**config.mk**
```make
export PLATFORM = sky130hd
export DESIGN_NAME = gpio_port
export DESIGN_NICKNAME = d
export VERILOG_FILES = /design/src/pkg/gpio_pkg.sv /design/src/rtl/pin_sync.sv /design/src/rtl/gpio_port.sv
export SDC_FILE = /design/constraint.sdc
export NUM_CORES = 1
export LEC_CHECK = 0
export BUFFER_PORTS_ARGS = -buffer_cell sky130_fd_sc_hd__buf_2
export CORE_MARGIN = 3
export CORE_UTILIZATION = 47
export DETAILED_ROUTE_END_ITERATION = 10
export GPL_TIMING_DRIVEN = 0
export PLACE_DENSITY = 0.83
export SETUP_SLACK_MARGIN = 0.3
export SLEW_MARGIN = 10
export SYNTH_ARGS = -nofsm -noshare
export SYNTH_HDL_FRONTEND = slang
export SYNTH_SLANG_ARGS = --single-unit
```
**constraint.sdc**
```tcl
create_clock -name clk_i -period 4.1 [get_ports clk_i]
set_clock_uncertainty 0.05 [all_clocks]
set_input_delay 1.025 -clock clk_i [delete_from_list [all_inputs] [get_ports clk_i]]
set_output_delay 1.025 -clock clk_i [all_outputs]
set_load 0.02 [all_outputs]
```
**src/pkg/gpio_pkg.sv**
```systemverilog
// ----------------------------------------------------------------------------
// register map, reset values, bus carriers
// ----------------------------------------------------------------------------
package gpio_pkg;

  localparam int          ADR_W        = 8;
  localparam int          DAT_W        = 32;
  localparam int          SEL_W        = 4;

  localparam logic [7:0]  OFS_OUT      = 8'h00;
  localparam logic [7:0]  OFS_DIR      = 8'h04;
  localparam logic [7:0]  OFS_PINS     = 8'h08;
  localparam logic [7:0]  OFS_CTRL     = 8'h0C;
  localparam logic [7:0]  OFS_OUT_SET  = 8'h10;
  localparam logic [7:0]  OFS_OUT_CLR  = 8'h14;
  localparam logic [7:0]  OFS_DIR_SET  = 8'h18;
  localparam logic [7:0]  OFS_DIR_CLR  = 8'h1C;

  localparam int          CTRL_PU_OFF_BIT = 0;

  localparam logic [31:0] RST_OUT      = 32'h0000_0000;
  localparam logic [31:0] RST_DIR      = 32'h0000_0000;
  localparam logic        RST_PU_OFF   = 1'b0;

  typedef struct packed {
    logic               cyc;
    logic               stb;
    logic               we;
    logic [ADR_W-1:0]   adr;
    logic [SEL_W-1:0]   sel;
    logic [DAT_W-1:0]   dat;
  } wb_req_t;

  typedef struct packed {
    logic               ack;
    logic               err;
    logic [DAT_W-1:0]   dat;
  } wb_rsp_t;

endpackage : gpio_pkg

```
**src/rtl/pin_sync.sv**
```systemverilog
`timescale 1ns/1ps
// ----------------------------------------------------------------------------
// pin sampler: falling-edge hold stage then rising-edge register
// ----------------------------------------------------------------------------
module pin_sync #(
  parameter int WIDTH = 8
) (
  // clock and reset
  input  wire logic             clk_i,
  input  wire logic             rst_i,
  // pins and sample
  input  wire logic [WIDTH-1:0] pin_i,
  output logic      [WIDTH-1:0] sample_o
);

  logic [WIDTH-1:0] hold_q;
  logic [WIDTH-1:0] hold_d;
  logic [WIDTH-1:0] samp_q;
  logic [WIDTH-1:0] samp_d;

  // ----------------------------------------------------------------------------
  // two stages
  // ----------------------------------------------------------------------------
  always_comb begin
    hold_d = pin_i;
    samp_d = hold_q;
  end

  // value seen while clock is high is held at the falling edge
  always_ff @(negedge clk_i) begin
    if (rst_i) begin
      hold_q <= '0;
    end else begin
      hold_q <= hold_d;
    end
  end

  // held value moves into the sample at the next rising edge
  always_ff @(posedge clk_i) begin
    if (rst_i) begin
      samp_q <= '0;
    end else begin
      samp_q <= samp_d;
    end
  end

  assign sample_o = samp_q;
endmodule : pin_sync

```
**src/rtl/gpio_port.sv**
```systemverilog
// The Wishbone register port and the register addresses were chosen for this implementation.
`timescale 1ns/1ps
// Functional notes
// - single-bit set or clear of direction or data leaves other pins unchanged
// - data, direction and input pins each have their own address
// - input pins location is read-only; data and direction are read/write
// - global pull-up disable turns off every pull-up
// - direction one makes an output, zero an input
// - input with data one and no global disable gets its pull-up
// - reset tri-states all pins at once, even with no clock
// - output drives the data bit level; output pins never pulled up
// - pin level readable whatever the direction
// - sampling through a falling-edge hold stage then a rising-edge register
// - external change seen between half and one and a half periods later
// - written value readable one period later; software waits one instruction
// - alternate function on some pins leaves others as plain I/O
module gpio_port
  import gpio_pkg::*;
#(
  parameter int N_PINS = 8
) (
  // clock and reset
  input  wire logic              clk_i,
  input  wire logic              rst_i,
  // wishbone slave
  input  wire gpio_pkg::wb_req_t wb_req_i,
  output gpio_pkg::wb_rsp_t      wb_rsp_o,
  // pads
  input  wire logic [N_PINS-1:0] pad_i,
  output logic      [N_PINS-1:0] pad_o,
  output logic      [N_PINS-1:0] pad_oe_o,
  output logic      [N_PINS-1:0] pad_pu_o,
  // alternate function override
  input  wire logic [N_PINS-1:0] alt_en_i,
  input  wire logic [N_PINS-1:0] alt_oe_i,
  input  wire logic [N_PINS-1:0] alt_o_i
);

  import gpio_pkg::*;

  if (N_PINS < 1 || N_PINS > DAT_W) begin : g_bad_width
    $error("N_PINS must lie between 1 and 32");
  end

  typedef enum logic {BUS_IDLE, BUS_ACK} bus_state_t;

  // ----------------------------------------------------------------------------
  // state
  // ----------------------------------------------------------------------------
  bus_state_t         state_q;
  bus_state_t         state_d;
  logic               err_q;
  logic               err_d;
  logic [DAT_W-1:0]   rdat_q;
  logic [DAT_W-1:0]   rdat_d;
  logic [N_PINS-1:0]  out_q;
  logic [N_PINS-1:0]  out_d;
  logic [N_PINS-1:0]  dir_q;
  logic [N_PINS-1:0]  dir_d;
  logic               pu_off_q;
  logic               pu_off_d;
  logic [N_PINS-1:0]  pins_q;
  logic               req;
  logic               wr_en;
  logic               adr_ok;
  logic [N_PINS-1:0]  lane_m;
  logic [N_PINS-1:0]  wdat_m;

  // ----------------------------------------------------------------------------
  // pin sampling
  // ----------------------------------------------------------------------------
  pin_sync #(
    .WIDTH    (N_PINS)
  ) u_sync (
    .clk_i    (clk_i),
    .rst_i    (rst_i),
    .pin_i    (pad_i),
    .sample_o (pins_q)
  );

  // ----------------------------------------------------------------------------
  // bus decode
  // ----------------------------------------------------------------------------
  assign req = wb_req_i.cyc & wb_req_i.stb;

  always_comb begin
    case (wb_req_i.adr)
      OFS_OUT, OFS_DIR, OFS_PINS, OFS_CTRL,
      OFS_OUT_SET, OFS_OUT_CLR, OFS_DIR_SET, OFS_DIR_CLR: begin
        adr_ok = 1'b1;
      end
      default: begin
        adr_ok = 1'b0;
      end
    endcase
  end

  // byte enables reach only the pins in their lane
  always_comb begin
    lane_m = '0;
    for (int b = 0; b < N_PINS; b++) begin
      lane_m[b] = wb_req_i.sel[b / 8];
    end
    wdat_m = wb_req_i.dat[N_PINS-1:0] & lane_m;
  end

  // write lands on the edge where the master sees ack
  assign wr_en = (state_q == BUS_ACK) & req & wb_req_i.we & ~err_q;

  // ----------------------------------------------------------------------------
  // bus handshake and read data
  // ----------------------------------------------------------------------------
  always_comb begin
    state_d = state_q;
    err_d   = err_q;
    rdat_d  = rdat_q;
    case (state_q)
      BUS_IDLE: begin
        if (req) begin
          state_d = BUS_ACK;
          err_d   = ~adr_ok;
          rdat_d  = '0;
          case (wb_req_i.adr)
            OFS_OUT: begin
              rdat_d[N_PINS-1:0] = out_q;
            end
            OFS_DIR: begin
              rdat_d[N_PINS-1:0] = dir_q;
            end
            OFS_PINS: begin
              rdat_d[N_PINS-1:0] = pins_q;
            end
            OFS_CTRL: begin
              rdat_d[CTRL_PU_OFF_BIT] = pu_off_q;
            end
            default: begin
              rdat_d = '0;
            end
          endcase
        end
      end
      BUS_ACK: begin
        state_d = BUS_IDLE;
        err_d   = 1'b0;
      end
      default: begin
        state_d = BUS_IDLE;
        err_d   = 1'b0;
      end
    endcase
  end

  always_ff @(posedge clk_i) begin
    if (rst_i) begin
      state_q <= BUS_IDLE;
      err_q   <= 1'b0;
      rdat_q  <= '0;
    end else begin
      state_q <= state_d;
      err_q   <= err_d;
      rdat_q  <= rdat_d;
    end
  end

  always_comb begin
    wb_rsp_o.ack = (state_q == BUS_ACK) & ~err_q;
    wb_rsp_o.err = (state_q == BUS_ACK) & err_q;
    wb_rsp_o.dat = rdat_q;
  end

  // ----------------------------------------------------------------------------
  // port registers
  // ----------------------------------------------------------------------------
  always_comb begin
    out_d = out_q;
    dir_d = dir_q;
    pu_off_d = pu_off_q;
    if (wr_en) begin
      case (wb_req_i.adr)
        OFS_OUT: begin
          out_d = (out_q & ~lane_m) | wdat_m;
        end
        OFS_DIR: begin
          dir_d = (dir_q & ~lane_m) | wdat_m;
        end
        OFS_CTRL: begin
          if (wb_req_i.sel[0]) begin
            pu_off_d = wb_req_i.dat[CTRL_PU_OFF_BIT];
          end
        end
        OFS_OUT_SET: begin
          out_d = out_q | wdat_m;
        end
        OFS_OUT_CLR: begin
          out_d = out_q & ~wdat_m;
        end
        OFS_DIR_SET: begin
          dir_d = dir_q | wdat_m;
        end
        OFS_DIR_CLR: begin
          dir_d = dir_q & ~wdat_m;
        end
        default: begin
          out_d = out_q;
        end
      endcase
    end
  end

  always_ff @(posedge clk_i) begin
    if (rst_i) begin
      out_q <= RST_OUT[N_PINS-1:0];
      dir_q <= RST_DIR[N_PINS-1:0];
      pu_off_q <= RST_PU_OFF;
    end else begin
      out_q <= out_d;
      dir_q <= dir_d;
      pu_off_q <= pu_off_d;
    end
  end

  // ----------------------------------------------------------------------------
  // pad drivers
  // ----------------------------------------------------------------------------
  for (genvar i = 0; i < N_PINS; i++) begin : g_pin
    always_comb begin
      if (rst_i) begin
        pad_oe_o[i] = 1'b0;
        pad_o[i]    = 1'b0;
        pad_pu_o[i] = 1'b0;
      end else if (alt_en_i[i]) begin
        pad_oe_o[i] = alt_oe_i[i];
        pad_o[i]    = alt_o_i[i];
        pad_pu_o[i] = 1'b0;
      end else begin
        pad_oe_o[i] = dir_q[i];
        pad_o[i]    = out_q[i];
        pad_pu_o[i] = ~dir_q[i] & out_q[i] & ~pu_off_q;
      end
    end
  end
endmodule : gpio_port

```
======== Yosys cells after proc, flatten, opt, wreduce, memory -nomap -nowiden ========
Memory sizes are Yosys's and may differ from the RTL's.
Index checks and enable logic that the tools add are counted.
word-level totals
  logic and storage cells ................. 127
  bits of input ports ..................... 81
  memories ................................ 1
  register bits after elaboration ......... 43
  output and inout bits ................... 58
  bits in read-only memories .............. 32
operators by class
  reductions and logical operators ........ 8
  multiplexer cells ....................... 57
  bitwise operators ....................... 45
  equal/unequal tests ..................... 8
memory list
  name              depth  width  read ports  clocked after memory_dff  write ports  line             source
  (name not given)  32     1      1           0                         0            gpio_port.sv:87  case (wb_req_i.adr)
operators with widths
  operator                                                         count
  1-bit 2-to-1 mux                                                 51
  8-bit one-hot mux with 3 select lines                            2
  8-bit bitwise AND                                                5
  8-bit by 5-bit == test with 1-bit output, second input constant  4
  8-bit bitwise OR                                                 4
  1-bit bitwise AND                                                22
  7-bit one-hot mux with 3 select lines                            1
  8-bit by 4-bit == test with 1-bit output, second input constant  2
  8-bit inverter                                                   2
  1-bit inverter                                                   12
  8-bit by 3-bit == test with 1-bit output, second input constant  1
  8-bit logical NOT                                                1
  2-bit AND reduction                                              3
  3-bit nonzero test                                               2
  1-bit one-hot mux with 2 select lines                            2
  1-bit one-hot mux with 4 select lines                            1
  3-bit logical NOT                                                1
  3-bit AND reduction                                              1
  2-bit inequality test, second input constant                     1

======== Depth between registers and ports, before layout ========
  word-level depth ........................ 5
  gate-level depth with buffers ........... 6
  mapped depth without buffers ............ 4

======== Cells and area by module ========
A second synthesis with hierarchy kept.
second synthesis, totals
  cells, all modules ...................... 269
  area total of the unflattened synthesis .. 2457.4 um^2
modules (own cells, without submodules)
  module     area each (um^2)  instances  cells an instance
  gpio_port  1989.4            1          235
  pin_sync   467.9             1          34

==> flow_metrics.env <==
export IMPL_outcome="finished, final reports clean"
export IMPL_critPathKind="input pin to register"
export IMPL_postCtsSetupRepairBufs=0
export IMPL_critPathMaxFanout=10
export IMPL_hold_path_class="register to register"
export IMPL_start_util_pct=49.9
export IMPL_vias=2388
export IMPL_dp_slack_ns=-0.140
export IMPL_wl_met2_um=3230
export IMPL_start_kind="input pin"
export IMPL_post_route_drc_count=0
export IMPL_cts_hold_buffers_added=0
export IMPL_power_density_nw_per_um2=305
export IMPL_synth_cells=264
export IMPL_reg2reg_depth=1
export IMPL_io_pins=139
export IMPL_drt_iter0_markers=219
export IMPL_r2r_start="u_sync.hold_q[0]"
export IMPL_io_buffer_count=87
export IMPL_setup_viol=0
export IMPL_met1Wirelength_um=2840
export IMPL_min_from="rdat_q[6]"
export IMPL_groute_usage_overall_pct=22.3
export IMPL_htreeDepth=2
export IMPL_dpl_hpwl_um=5160
export IMPL_cts_repair_resized=1
export IMPL_synth_warnings=0
export IMPL_seqPwrFrac_pct=44.7
export IMPL_drt_wl_total_um=6700
export IMPL_cp_arrival_ns=1.80
export IMPL_die_h_um=77.5
export IMPL_max_slew_worst_pin_slew_ns=1.13
export IMPL_wl_met3_um=487
export IMPL_avgRoutedWirePerCell_um=14.7
export IMPL_ys_async_sr_fraction_pct=0
export IMPL_rsz0062_at_grt="false"
export IMPL_min_path_cells=1
export IMPL_p_leak_nw=1.48
export IMPL_fin_ws_ns=0.441
export IMPL_placed_cell_area_um2=3010
export IMPL_slew_limit_headroom_pct=24.1
export IMPL_crit_path_max_incr_delay_ns=0.29
export IMPL_synth_ff_type="dfxtp_1"
export IMPL_top_layer="met4"
export IMPL_r2r_slack_ns=1.39
export IMPL_ant_nets=0
export IMPL_gr_total_overflow=0
export IMPL_grt_pass1_vias=2285
export IMPL_finalHoldViolCount=0
export IMPL_ctsRootBufferMaster="clkbuf_8"
export IMPL_insertion_delay_ns=0.36
export IMPL_sw_frac_of_total_pct=28.7
export IMPL_drv_slew=0
export IMPL_area_delta_synth_final_pct=31.3
export IMPL_finalPower_mw=0.961
export IMPL_crit_family="buffers and inverters"
export IMPL_crit_required_ns=2.24
export IMPL_clkTransAtPathRegs_ns=0.08
export IMPL_rows=25
export IMPL_drive_gt1_share_pct=35.0
export IMPL_cp_cell_sequence="buf_2 -> clkbuf_2 -> buf_2 -> nor2b_1"
export IMPL_floorplan_die_area_um2=6010
export IMPL_p_switching_mw=0.276
export IMPL_synth_cell_types=41
export IMPL_grt_pass1_wl_um=10800
export IMPL_synth_seq_cells=43
export IMPL_hold_path_end="rdat_q[6]"
export IMPL_clock_sinks=43
export IMPL_fin_util_pct=65.5
export IMPL_antenna_found_initial=0
export IMPL_die_x_um=77.5
export IMPL_grt_max_degree=16
export IMPL_cts_tree="yes"
export IMPL_worst_setup_path_end_kind="register"
export IMPL_ir_drop_mv=0.197
export IMPL_pwr_share_clk_pct=39.3
export IMPL_vias_per_cell=5.24
export IMPL_place_congestion=0.881
export IMPL_r2r_end="u_sync.sample_o[0]"
export IMPL_synth_seq_area_share_pct=35.8
export IMPL_post_route_cell_area_um2=3150
export IMPL_p_int_mw=0.685
export IMPL_pwr_share_comb_pct=16.0
export IMPL_synth_edf_count=0
export IMPL_cts_buffer_depth=2
export IMPL_diodes=0
export IMPL_core_area_um2=4820
export IMPL_finish_net_count=469
export IMPL_crit_slowest_cell="buf_2"
export IMPL_synth_cell_area_um2=2400
export IMPL_numCtsBuffers=5
export IMPL_critical_path_most_common_cell="buf_2"
export IMPL_drt_pass1_iterations=4
export IMPL_crit_buf_inv=3
export IMPL_drv_cap=0
export IMPL_syn_avg_cell_area_um2=9.10
## worst max path at each step
stage | from | end | slack [ns] | depth (start not counted)
finish | rst_i | u_sync.hold_q[4] | 0.44 | 4
global route | rst_i | u_sync.hold_q[6] | 0.40 | 4
CTS | rst_i | u_sync.hold_q[4] | 0.44 | 4
detailed placement | rst_i | u_sync.hold_q[4] | -0.14 | 4
global placement | rst_i | u_sync.hold_q[4] | -0.13 | 4
floorplan | rst_i | u_sync.hold_q[1] | 0.32 | 3
## cells by family after synthesis
kind of cell    Yosys count  synth area share [%]
simple gates             90                  23.6
compound gates           80                  25.7
flops                    43                  35.8
buf+inv                  41                  10.9
mux                       9                  3.75
other cells               1                 0.156
## synthesized netlist by cell type (all sizes together), types with 9 or more instances
library cell / n / area, um2
and2: 9 / 56.3
a21oi: 18 / 90.1
nor2: 11 / 41.3
dfxtp: 43 / 861
buf: 31 / 224
nand2b: 9 / 56.3
nand2: 11 / 41.3
nor2b: 17 / 106
mux2i: 9 / 90.1
nor3: 9 / 45.0
## through the flow
stage	std cells	setup TNS [ns]	hold WS (ns)
3_3_place_gp	441	-0.855	0.414
6_report	456	0	0.430
3_5_place_dp	441	-0.873	0.411
2_1_floorplan	287	0	0.406
5_1_grt	456	0	0.439
4_1_cts	456	0	0.433
## final cells by class
class | instances | area [um2]
multi-input cells | 203 | 1370
inverters | 2 | 7.51
fillers | 415 | 1660
plain buffers | 38 | 254
flip-flops and latches | 43 | 861
repair buffers | 87 | 435
well taps | 67 | 83.8
clock inverters | 11 | 77.6
clock buffers | 5 | 68.8
## metal layers
metal  track usage, %  vias up
li1                 -     1199
met1             27.3     1079
met2             38.0       98
met3             4.64       12
met4             9.07        0
met5                0        -
## state kept, by name, summed over array words and instances (netlist names)
name,count
err_q,1
state_q,1
out_q,8
pu_off_q,1
u_sync.sample_o,8
u_sync.hold_q,8
rdat_q,8
dir_q,8
## layout by cell type, fill, tap and decap left out, drive strengths merged, types with 2 or more instances in the layout
master   instances
a21oi           18
a22o             8
nor2b           17
dfxtp           43
nand2           11
nor4             6
nor2            11
clkbuf          12
a32oi            8
or3              2
conb            24
buf            118
nor3             9
and3b            8
inv             12
a22oi            8
o21ai            8
nand2b           9
o22ai            2
o41ai            8
and2             9
o2bb2ai          7
mux2i            9
a221o            8
or2              3
## power by group through the flow
stage	Combinational (mW)	Sequential (mW)	Clock, mW
detailed placement	0.151	0.439	0.0135
CTS	0.153	0.430	0.378
global route	0.167	0.431	0.402
floorplan	0.0996	0.437	0.0135
global placement	0.149	0.438	0.0135
finish	0.154	0.430	0.377
(Power assumes the default switching activity.)
